`config.mk`:
```
export PLATFORM = sky130hd
export DESIGN_NAME = lpd_top
export DESIGN_NICKNAME = d
export VERILOG_FILES = /design/src/rtl/lpd_pkg.sv /design/src/rtl/lpd_top.sv
export SDC_FILE = /design/constraint.sdc
export NUM_CORES = 1
export LEC_CHECK = 0
export BUFFER_PORTS_ARGS = -buffer_cell sky130_fd_sc_hd__buf_2
export CAP_MARGIN = 20
export CORE_UTILIZATION = 42
export CTS_BUF_LIST = sky130_fd_sc_hd__clkbuf_4 sky130_fd_sc_hd__clkbuf_8
export DETAILED_ROUTE_END_ITERATION = 7
export PLACE_DENSITY_LB_ADDON = 0.05
export SYNTH_ARGS = -nofsm -noshare
export SYNTH_HDL_FRONTEND = slang
export SYNTH_SLANG_ARGS = --single-unit
export TNS_END_PERCENT = 100
```
`constraint.sdc`:
```
create_clock -name clk -period 8.45 [get_ports clk]
set_clock_uncertainty 0.15 [all_clocks]
set_input_delay 0.845 -clock clk [delete_from_list [all_inputs] [get_ports clk]]
set_output_delay 0.845 -clock clk [all_outputs]
set_load 0.01 [all_outputs]
```
`src/rtl/lpd_pkg.sv`:
```
// Shared constants, states and carriers for the LED PWM driver
package lpd_pkg;

    // Channel count and data widths
    localparam int           LPD_CHANNELS       = 18;
    localparam int           LPD_GROUP_W        = 6;     // Enable bits per enable register
    localparam int           LPD_GRP_A_LSB      = 0;     // enable_bits_group_a position
    localparam int           LPD_GRP_B_LSB      = 6;     // enable_bits_group_b position
    localparam int           LPD_GRP_C_LSB      = 12;    // enable_bits_group_c position
    localparam int           LPD_SOFT_BIT_POS   = 0;     // soft_power_down_bit position

    // Bus address byte, write direction included
    localparam logic [7:0]   LPD_BUS_ADDR       = 8'ha8;
    localparam logic [3:0]   LPD_BYTE_BITS      = 4'h8;

    // Register offsets
    localparam logic [7:0]   LPD_REG_SHUTDOWN   = 8'h00;
    localparam logic [7:0]   LPD_REG_DUTY_FIRST = 8'h01;
    localparam logic [7:0]   LPD_REG_DUTY_LAST  = 8'h12;
    localparam logic [7:0]   LPD_REG_EN_LOW     = 8'h13;
    localparam logic [7:0]   LPD_REG_EN_MID     = 8'h14;
    localparam logic [7:0]   LPD_REG_EN_HIGH    = 8'h15;
    localparam logic [7:0]   LPD_REG_APPLY      = 8'h16;
    localparam logic [7:0]   LPD_REG_SOFT_RST   = 8'h17;

    // Values after reset
    localparam logic         LPD_SHUTDOWN_RST   = 1'b0;
    localparam logic [7:0]   LPD_PTR_RST        = 8'h00;

    // Receiver states
    typedef enum logic [2:0] {
        LPD_ST_IDLE,
        LPD_ST_ADDR,
        LPD_ST_ACK_ADDR,
        LPD_ST_REG,
        LPD_ST_ACK_REG,
        LPD_ST_DATA,
        LPD_ST_ACK_DATA,
        LPD_ST_IGNORE
    } lpd_state_type;

    // Channel configuration: enables and duties travel together
    typedef struct packed {
        logic [LPD_CHANNELS-1:0]      enable;
        logic [LPD_CHANNELS-1:0][7:0] duty;
    } lpd_cfg_type;

    localparam lpd_cfg_type LPD_CFG_RST = '0;

    // Sampled pin levels travel together
    typedef struct packed {
        logic scl;
        logic sda;
        logic pd_n;
    } lpd_pins_type;

endpackage : lpd_pkg

```
`src/rtl/lpd_top.sv`:
```
// Write-only two-wire slave with staged 18-channel PWM LED drive
`timescale 1ns/1ps

////////////////////////////////////////////////////////////////////////////////
// How it works
// - Answer only bus address byte a8h
// - Writes only; no register readback exists
// - Data sampled while clock high; idle high
// - Data fall with clock high starts transfer
// - Address byte arrives MSB first
// - Matching address acknowledged for whole pulse
// - Register address acknowledged, loads pointer
// - Each data byte acknowledged and written
// - Data rise with clock high returns idle
// - Pointer increments during data acknowledge
// - Increment continues for every data byte
// - Register map decode 00h to 17h
// - Bit 0 of 00h: 0 shutdown
// - Duty value over 256 sets brightness
// - Enable registers 13h-15h, bits 5:0
// - Enable bit zero forces channel off
// - Duty/enable staged until 16h written
// - Write to 17h restores all defaults
// - Soft reset and power-up give blank
// - Shutdown turns outputs off, keeps registers
// - Power-down pin low forces outputs off
module lpd_top
    import lpd_pkg::*;
(
    input  wire logic                    clk,
    input  wire logic                    rst,
    input  wire logic                    scl,
    input  wire logic                    sda_in,
    output logic                         sda_out,
    output logic                         sda_oe_n,
    input  wire logic                    power_down_pin_n,
    output logic [LPD_CHANNELS-1:0]      led_channel_outputs
);

    ////////////////////////////////////////////////////////////////////////////
    // Pin synchronisers

    lpd_pins_type pins_meta_reg;    // First stage, read only by second
    lpd_pins_type pins_sync_reg;    // Safe levels
    lpd_pins_type pins_prev_reg;    // Previous safe levels, for edges
    lpd_pins_type pins_meta_next;
    lpd_pins_type pins_sync_next;
    lpd_pins_type pins_prev_next;

    // Next values of the synchroniser chain
    always_comb begin
        pins_meta_next = '{scl: scl, sda: sda_in, pd_n: power_down_pin_n};
        pins_sync_next = pins_meta_reg;
        pins_prev_next = pins_sync_reg;
    end

    // Idle bus and released pin are high, so reset to ones
    always_ff @(posedge clk) begin
        if (rst) begin
            pins_meta_reg <= '1;
            pins_sync_reg <= '1;
            pins_prev_reg <= '1;
        end else begin
            pins_meta_reg <= pins_meta_next;
            pins_sync_reg <= pins_sync_next;
            pins_prev_reg <= pins_prev_next;
        end
    end

    // Edge and condition detectors on the safe copies
    logic scl_rise;                 // Clock rising: sample data
    logic scl_fall;                 // Clock falling: change our drive
    logic start_det;                // Data falls while clock high
    logic stop_det;                 // Data rises while clock high

    assign scl_rise  = pins_sync_reg.scl & ~pins_prev_reg.scl;
    assign scl_fall  = ~pins_sync_reg.scl & pins_prev_reg.scl;
    assign start_det = pins_sync_reg.scl & pins_prev_reg.scl
                     & pins_prev_reg.sda & ~pins_sync_reg.sda;
    assign stop_det  = pins_sync_reg.scl & pins_prev_reg.scl
                     & ~pins_prev_reg.sda & pins_sync_reg.sda;

    ////////////////////////////////////////////////////////////////////////////
    // Serial receiver

    lpd_state_type state_reg;       // Receiver state
    lpd_state_type state_next;
    logic [3:0]    bit_cnt_reg;     // Bits taken in current byte
    logic [3:0]    bit_cnt_next;
    logic [7:0]    shift_reg;       // Incoming byte, MSB first
    logic [7:0]    shift_next;
    logic [7:0]    ptr_reg;         // Register pointer
    logic [7:0]    ptr_next;
    logic          sda_oe_n_reg;    // Low while pulling data low
    logic          sda_oe_n_next;
    logic          wr_pulse;        // One-cycle register write
    logic [7:0]    wr_addr;
    logic [7:0]    wr_data;

    // Byte assembly, acknowledge and pointer handling
    always_comb begin
        state_next    = state_reg;
        bit_cnt_next  = bit_cnt_reg;
        shift_next    = shift_reg;
        ptr_next      = ptr_reg;
        wr_pulse      = 1'b0;
        wr_addr       = ptr_reg;
        wr_data       = shift_reg;
        if (start_det) begin
            // Start or repeated start always wins
            state_next   = LPD_ST_ADDR;
            bit_cnt_next = 4'h0;
        end else if (stop_det) begin
            state_next   = LPD_ST_IDLE;
        end else begin
            case (state_reg)
                LPD_ST_ADDR, LPD_ST_REG, LPD_ST_DATA: begin
                    if (scl_rise && bit_cnt_reg != LPD_BYTE_BITS) begin
                        // Sample in the high phase, MSB first
                        shift_next   = {shift_reg[6:0], pins_sync_reg.sda};
                        bit_cnt_next = bit_cnt_reg + 4'h1;
                    end else if (scl_fall && bit_cnt_reg == LPD_BYTE_BITS) begin
                        bit_cnt_next = 4'h0;
                        if (state_reg == LPD_ST_ADDR) begin
                            // Reads carry a8h|1 and so never match
                            state_next = (shift_reg == LPD_BUS_ADDR) ?
                                         LPD_ST_ACK_ADDR : LPD_ST_IGNORE;
                        end else if (state_reg == LPD_ST_REG) begin
                            ptr_next   = shift_reg;
                            state_next = LPD_ST_ACK_REG;
                        end else begin
                            wr_pulse   = 1'b1;
                            state_next = LPD_ST_ACK_DATA;
                        end
                    end
                end
                LPD_ST_ACK_ADDR: begin
                    if (scl_fall) begin
                        state_next = LPD_ST_REG;
                    end
                end
                LPD_ST_ACK_REG: begin
                    if (scl_fall) begin
                        state_next = LPD_ST_DATA;
                    end
                end
                LPD_ST_ACK_DATA: begin
                    if (scl_fall) begin
                        // Wraps at ffh; no limit on burst length
                        ptr_next   = ptr_reg + 8'h01;
                        state_next = LPD_ST_DATA;
                    end
                end
                LPD_ST_IDLE, LPD_ST_IGNORE: begin     // Only a start, or a stop from ignore, leaves these
                    state_next = state_reg;
                end
                default: begin
                    state_next = LPD_ST_IDLE;
                end
            endcase
        end
        // Pull data low for the whole acknowledge pulse
        sda_oe_n_next = !(state_next == LPD_ST_ACK_ADDR ||
                          state_next == LPD_ST_ACK_REG  ||
                          state_next == LPD_ST_ACK_DATA);
    end

    // Receiver registers
    always_ff @(posedge clk) begin
        if (rst) begin
            state_reg    <= LPD_ST_IDLE;
            bit_cnt_reg  <= 4'h0;
            shift_reg    <= 8'h00;
            ptr_reg      <= LPD_PTR_RST;
            sda_oe_n_reg <= 1'b1;
        end else begin
            state_reg    <= state_next;
            bit_cnt_reg  <= bit_cnt_next;
            shift_reg    <= shift_next;
            ptr_reg      <= ptr_next;
            sda_oe_n_reg <= sda_oe_n_next;
        end
    end

    ////////////////////////////////////////////////////////////////////////////
    // Register file: staged and active copies

    logic        soft_power_down_bit_reg;    // 0 = software shutdown
    logic        soft_power_down_bit_next;
    lpd_cfg_type staged_reg;                 // Holding copies
    lpd_cfg_type staged_next;
    lpd_cfg_type active_reg;                 // Values driving the channels
    lpd_cfg_type active_next;
    logic [4:0]  duty_idx;                   // Channel addressed by a duty write
    logic        apply_hit;                  // Write to 16h
    logic        soft_rst_hit;               // Write to 17h

    assign duty_idx     = 5'(wr_addr - LPD_REG_DUTY_FIRST);
    assign apply_hit    = wr_pulse && wr_addr == LPD_REG_APPLY;
    assign soft_rst_hit = wr_pulse && wr_addr == LPD_REG_SOFT_RST;

    // Write decode; nothing here is ever read back
    always_comb begin
        soft_power_down_bit_next = soft_power_down_bit_reg;
        staged_next              = staged_reg;
        active_next              = active_reg;
        if (soft_rst_hit) begin
            // Any byte value resets, not only zero
            soft_power_down_bit_next = LPD_SHUTDOWN_RST;
            staged_next              = LPD_CFG_RST;
            active_next              = LPD_CFG_RST;
        end else if (apply_hit) begin
            active_next = staged_reg;
        end else if (wr_pulse) begin
            if (wr_addr == LPD_REG_SHUTDOWN) begin
                // Reserved bits 7:1 are not stored
                soft_power_down_bit_next = wr_data[LPD_SOFT_BIT_POS];
            end else if (wr_addr >= LPD_REG_DUTY_FIRST && wr_addr <= LPD_REG_DUTY_LAST) begin
                staged_next.duty[duty_idx] = wr_data;
            end else if (wr_addr == LPD_REG_EN_LOW) begin
                staged_next.enable[LPD_GRP_A_LSB +: LPD_GROUP_W] =
                    wr_data[LPD_GROUP_W-1:0];
            end else if (wr_addr == LPD_REG_EN_MID) begin
                staged_next.enable[LPD_GRP_B_LSB +: LPD_GROUP_W] =
                    wr_data[LPD_GROUP_W-1:0];
            end else if (wr_addr == LPD_REG_EN_HIGH) begin
                staged_next.enable[LPD_GRP_C_LSB +: LPD_GROUP_W] =
                    wr_data[LPD_GROUP_W-1:0];
            end else begin
                staged_next = staged_reg;    // Above 17h: acknowledged, dropped
            end
        end
    end

    // Register file storage; power-up gives a blank display
    always_ff @(posedge clk) begin
        if (rst) begin
            soft_power_down_bit_reg <= LPD_SHUTDOWN_RST;
            staged_reg              <= LPD_CFG_RST;
            active_reg              <= LPD_CFG_RST;
        end else begin
            soft_power_down_bit_reg <= soft_power_down_bit_next;
            staged_reg              <= staged_next;
            active_reg              <= active_next;
        end
    end

    ////////////////////////////////////////////////////////////////////////////
    // Modulation and output stage

    logic [7:0]              pwm_cnt_reg;    // Shared free-running counter
    logic [7:0]              pwm_cnt_next;
    logic [LPD_CHANNELS-1:0] led_reg;
    logic [LPD_CHANNELS-1:0] led_next;
    logic                    run_ok;         // Neither shutdown is active
    logic                    sda_out_reg;    // Open drain: only ever drives low

    // Shutdowns gate the outputs but never touch the registers
    assign run_ok = soft_power_down_bit_reg & pins_sync_reg.pd_n;

    // Counter runs at full clock; 256 steps per period
    always_comb begin
        pwm_cnt_next = pwm_cnt_reg + 8'h01;
    end

    // One comparator per channel; duty 0 is always off
    generate
        for (genvar ch = 0; ch < LPD_CHANNELS; ch++) begin : g_chan
            always_comb begin
                led_next[ch] = run_ok && active_reg.enable[ch] &&
                               (pwm_cnt_reg < active_reg.duty[ch]);
            end
        end
    endgenerate

    // Output flops
    always_ff @(posedge clk) begin
        if (rst) begin
            pwm_cnt_reg <= 8'h00;
            led_reg     <= '0;
            sda_out_reg <= 1'b0;
        end else begin
            pwm_cnt_reg <= pwm_cnt_next;
            led_reg     <= led_next;
            sda_out_reg <= 1'b0;
        end
    end

    assign led_channel_outputs = led_reg;
    assign sda_out             = sda_out_reg;
    assign sda_oe_n            = sda_oe_n_reg;
endmodule : lpd_top

```
==> flow_summary.json, run 1 <==
{
  "outcome": "completed",
  "vias": 13962,
  "cts_hold_buf": 0,
  "synth-seq-cells": 383,
  "ir_worst_vdd_mv": 0.1191,
  "fin_nets": 2192,
  "synth_simple_gate_area_share_pct": 20.08,
  "wl_um": 48060,
  "cts_tree": "done",
  "fin_setup_tns_ns": 0,
  "ant_nets": 0,
  "clk_latency_ns": 0.62,
  "die-area_mm2": 0.04273,
  "synth_area_leader_cell": "dfxtp_1",
  "crit_required_ns": 8.83,
  "yosysWarnings": 0,
  "fmax_mhz": 257.1,
  "synthAdderAreaFrac_pct": 9.596,
  "yosys-top-cells-count": "383 x dfxtp_1, 352 x nand2_1, 225 x a21oi_1, 145 x nor2_1, 135 x ha_1",
  "total_power_mw": 3.753,
  "ys.flop_type": "dfxtp_1",
  "post_drt_wl_per_cell_um": 18.25,
  "io_buffers": 23,
  "dpl.hpwl_um": 26650,
  "synth_top_area_share_pct": 43.56,
  "grt_pass1_wl_um": 76020,
  "numCtsBuffers": 71,
  "cts_resized": 0,
  "grt_overflow": 0,
  "die_h_um": 206.7,
  "viasPerCell": 5.303,
  "synth_edf_count": 0,
  "drt_iter0_markers": 671,
  "syn_nets": 2209,
  "drive_gt1_share_pct": 9.433,
  "synthMuxAreaShare_pct": 6.824,
  "cts.htree.levels": 3,
  "relSlewSlack_pct": 20.42,
  "fin_crit_sh_pct": 46.04,
  "clk_pin_slew_ns": 0.06,
  "period_needed_ns": 3.890,
  "synth_most_common_cell": "dfxtp_1",
  "path_class": "register to register",
  "synth_top_family_by_area": "simple AND/OR/NAND/NOR gates",
  "initial_core_util_pct": 42.82,
  "fp.dieW_um": 206.7,
  "arrival_ns": 4.27,
  "netlist_top_cells_area": "dfxtp_1 44%, ha_1 9.6%, nand2_1 7.5%",
  "slew_viol_final": 0,
  "root_buffer": "clkbuf_8",
  "hp-class": "register to register",
  "hold_violations": 0,
  "synth_xor_area_share_pct": 0.4976,
  "yosysUniqueCellTypes": 56,
  "rows": 74,
  "worst-path-max-fanout": 89,
  "synthArstFlopShare_pct": 0,
  "grt_pass1_vias": 13641,
  "syn_area_mm2": 0.01760,
  "clockBufferDepth": 3,
  "post-cts-setup-buffers": 0,
  "maxCapViolCount": 0,
  "synthCells": 2069,
  "cp-start-kind": "register",
  "track_usage_pct": 23.25,
  "cts_sinks": 383,
  "antenna_found_initial": 1,
  "powerDensity_mw_per_mm2": 192.9,
  "ios": 25,
  "area_growth_pct": 10.56,
  "syn-mean-instance-area_um2": 8.507,
  "grt_max_degree": 107,
  "drc": 0,
  "p_leak_nw": 7.534,
  "worstMarginPinSlew_ns": 1.185,
  "rsz0062_at_grt": "no",
  "place.gp.congestion": 0.7954,
  "critPathCaptureType": "register",
  "synth_compound_area_share_pct": 12.80,
  "seq_area_frac_synth_pct": 43.56,
  "setup_viol": 0,
  "drt_first_pass_iters": 5,
  "core_mm2": 0.04111
}
area by class of cell:
cell class                 instances  area (um2)
clock buffer                     111        1421
timing repair buffer              48       342.8
clock inverter                     9       52.55
fill                            4080       21650
sequential                       383        7672
tap                              532       665.6
inverter                         133       499.2
multi-input combinational       1415        8801
antenna                            2       5.005
logic make-up (layout without fill, tap and decap cells):
kind of cell             after synthesis  after routing
AND/OR/NAND/NOR                      756            756
other                                  1              3
flip-flops                           383            383
multiplexers                         120            120
adder cells (fa/ha/maj)              135            135
AO/OA/AOI/OAI                        393            393
buffers and inverters                271            301
XOR/XNOR                              10             10
power by group:
group,switching [mW],internal [mW],leakage [nW]
Sequential,0.0101,1.81,3.09
Combinational,0.0581,0.0374,3.67
Clock,0.777,1.06,0.778
layout by cell type, fill, tap and decap left out, types with 24 or more instances in the layout:
cell type / instances
nand3_1: 66
clkbuf_8: 94
a21o_1: 36
mux2i_1: 120
inv_1: 133
nand4_1: 40
ha_1: 135
a21oi_1: 225
a211oi_1: 39
o21ai_0: 70
nand2_1: 351
dfxtp_1: 379
nand2b_1: 26
nand3b_1: 28
nor2_1: 144
nor3_1: 24
final timing paths:
path / endpoint / startpoint / cells past startpoint / slack (ns)
worst min-delay path: pins_prev_next[1] / pins_meta_reg[1] / 1 / 0.25
worst min register to register: pins_prev_next[1] / pins_meta_reg[1] / 1 / 0.25
worst max register to register: active_reg[67] / ptr_reg[4] / 6 / 4.56
worst max-delay path: active_reg[67] / ptr_reg[4] / 6 / 4.56
stage by stage:
step	hold slack [ns]	cell area [um2]	cells	worst slack [ns]	utilization, %
finish	0.2491	19460	2633	4.560	47.34
global route	0.2366	19450	2631	4.247	47.32
CTS	0.2130	19430	2630	4.528	47.26
detailed placement	0.2436	17950	2510	4.534	43.67
global placement	0.2454	17930	2509	4.631	43.61
floorplan	0.2395	17600	2069	5.716	-
routing by layer:
metal	up-vias	wire (um)	global-route usage, %	part of all wire, %
li1	7000	-	-	-
met1	6630	22940	30.12	48
met2	245	22170	39.23	46
met3	87	1754	3.658	3.6
met4	0	1196	7.899	2.5
met5	-	0	0	0
critical path, cell delays in order (launching register included):
cell and delay, ns:
dfxtp_1 0.78, nand4bb_1 0.19, nor4_2 0.54, and2_4 0.84, buf_4 0.92, nand2_1 0.14, a21oi_1 0.18
No activity file was read; power rests on OpenSTA's default activity.
==> run 2, diff against run 1 <==
==> constraint.sdc (replaced) <==
create_clock -name clk -period 4 [get_ports clk]
set_clock_uncertainty 0.15 [all_clocks]
set_input_delay 0.4 -clock clk [delete_from_list [all_inputs] [get_ports clk]]
set_output_delay 0.4 -clock clk [all_outputs]
set_load 0.01 [all_outputs]
==> run 2 against run 1 <==
Utilization is 0.54 points higher. Power is 110% higher. Hold slack got worse by 0.12 ns. Die area is the same. Wire length is 0.14% higher.
==> flow_summary.json, run 2 (synthesized netlist as in run 1, its figures left out) <==
{
  "relSlewSlack_pct": 40.55,
  "grt_overflow": 0,
  "wl_um": 48130,
  "root_buffer": "clkbuf_8",
  "maxCapViolCount": 0,
  "core_mm2": 0.04111,
  "cts_hold_buf": 3,
  "fin_crit_sh_pct": 78.95,
  "fin_setup_tns_ns": 0,
  "post_drt_wl_per_cell_um": 18.09,
  "grt_max_degree": 163,
  "post-cts-setup-buffers": 0,
  "setup_viol": 0,
  "powerDensity_mw_per_mm2": 401.7,
  "rsz0062_at_grt": "no",
  "fp.dieW_um": 206.7,
  "arrival_ns": 3.55,
  "initial_core_util_pct": 42.82,
  "area_growth_pct": 11.81,
  "track_usage_pct": 23.21,
  "antenna_cells": 0,
  "cts_tree": "done",
  "cts_resized": 0,
  "worst-path-max-fanout": 16,
  "path_class": "register to register",
  "slew_viol_final": 0,
  "ir_worst_vdd_mv": 0.2418,
  "fin_cells": 2660,
  "viasPerCell": 5.278,
  "cts.htree.levels": 3,
  "final_common_cell": "dfxtp_1",
  "worstMarginPinSlew_ns": 0.8917,
  "place.gp.congestion": 0.7877,
  "antenna_found_initial": 0,
  "fin_nets": 2218,
  "io_buffers": 23,
  "hp-class": "input pin to register",
  "hold_violations": 0,
  "clk_pin_slew_ns": 0.06,
  "layout_common_cells": "383 x dfxtp_1, 351 x nand2_1, 225 x a21oi_1, 144 x nor2_1, 135 x ha_1",
  "ios": 25,
  "numCtsBuffers": 70,
  "drc": 0,
  "outcome": "completed",
  "grt_pass1_wl_um": 76460,
  "dpl.hpwl_um": 27780,
  "drive_gt1_share_pct": 10.34,
  "rows": 74,
  "drt_iter0_markers": 883,
  "die_h_um": 206.7,
  "fmax_mhz": 316.7,
  "crit_required_ns": 4.39,
  "ant_nets": 0,
  "vias": 14040,
  "period_needed_ns": 3.158,
  "fin_util_pct": 47.87,
  "cp-start-kind": "register",
  "critPathCaptureType": "register",
  "clk_latency_ns": 0.62,
  "dp.cells": 2535,
  "drt_first_pass_iters": 7,
  "grt_pass1_vias": 13671,
  "cts_sinks": 383,
  "p_leak_nw": 7.670,
  "die-area_mm2": 0.04273,
  "clockBufferDepth": 3
}
[run 2: area by class of cell]
type	count	area, um2
clock buffer	112	1354
clock inverter	10	85.08
fill	4169	21430
inverter	133	499.2
multi-input combinational	1415	8796
sequential	383	7667
tap	532	665.6
timing repair buffer	75	613.1
[run 2: stage by stage]
step                power, mW  setup WS, ns  hold slack [ns]  cell area [um2]
floorplan               4.074         1.266           0.2395            17600
global placement        4.144         1.014           0.2460            18210
detailed placement      4.146        0.9034           0.2474            18210
CTS                     8.025        0.8858          0.08547            19680
global route            8.215        0.5411           0.1303            19680
finish                  7.905        0.8420           0.1311            19680
[run 2: critical path: stages (launching register included)]
cell and delay [ns]:
dfxtp_1 0.56, inv_1 0.16, ha_1 0.37, nor3b_1 0.21, o22ai_2 0.55, and3_1 0.74, nand3_1 0.17, a21oi_1 0.17
[run 2: per-layer routing]
metal	vias to the layer above	GRT usage [%]	share of wire [%]
met5	-	0	0
li1	7062	-	-
met3	83	3.956	3.6
met4	0	7.013	2.3
met2	223	37.91	45
met1	6672	31.21	49
[run 2: final timing paths]
kind	from	to	cells past startpoint	slack (ns)
worst max-delay path	ptr_reg[0]	staged_reg[54]	7	0.84
worst min-delay path	rst	staged_reg[105]	3	0.13
worst max register to register	ptr_reg[0]	staged_reg[54]	7	0.84
worst min register to register	pins_meta_reg[1]	pins_prev_next[1]	1	0.26
[run 2: report_power, final]
group          switching [mW]  leakage, nW  total, mW  internal, mW
sequential             0.0133         3.09       3.84          3.82
combinational           0.134         3.82      0.226        0.0916
clock                    1.64        0.762       3.84          2.20
total                    1.79         7.67       7.90          6.11
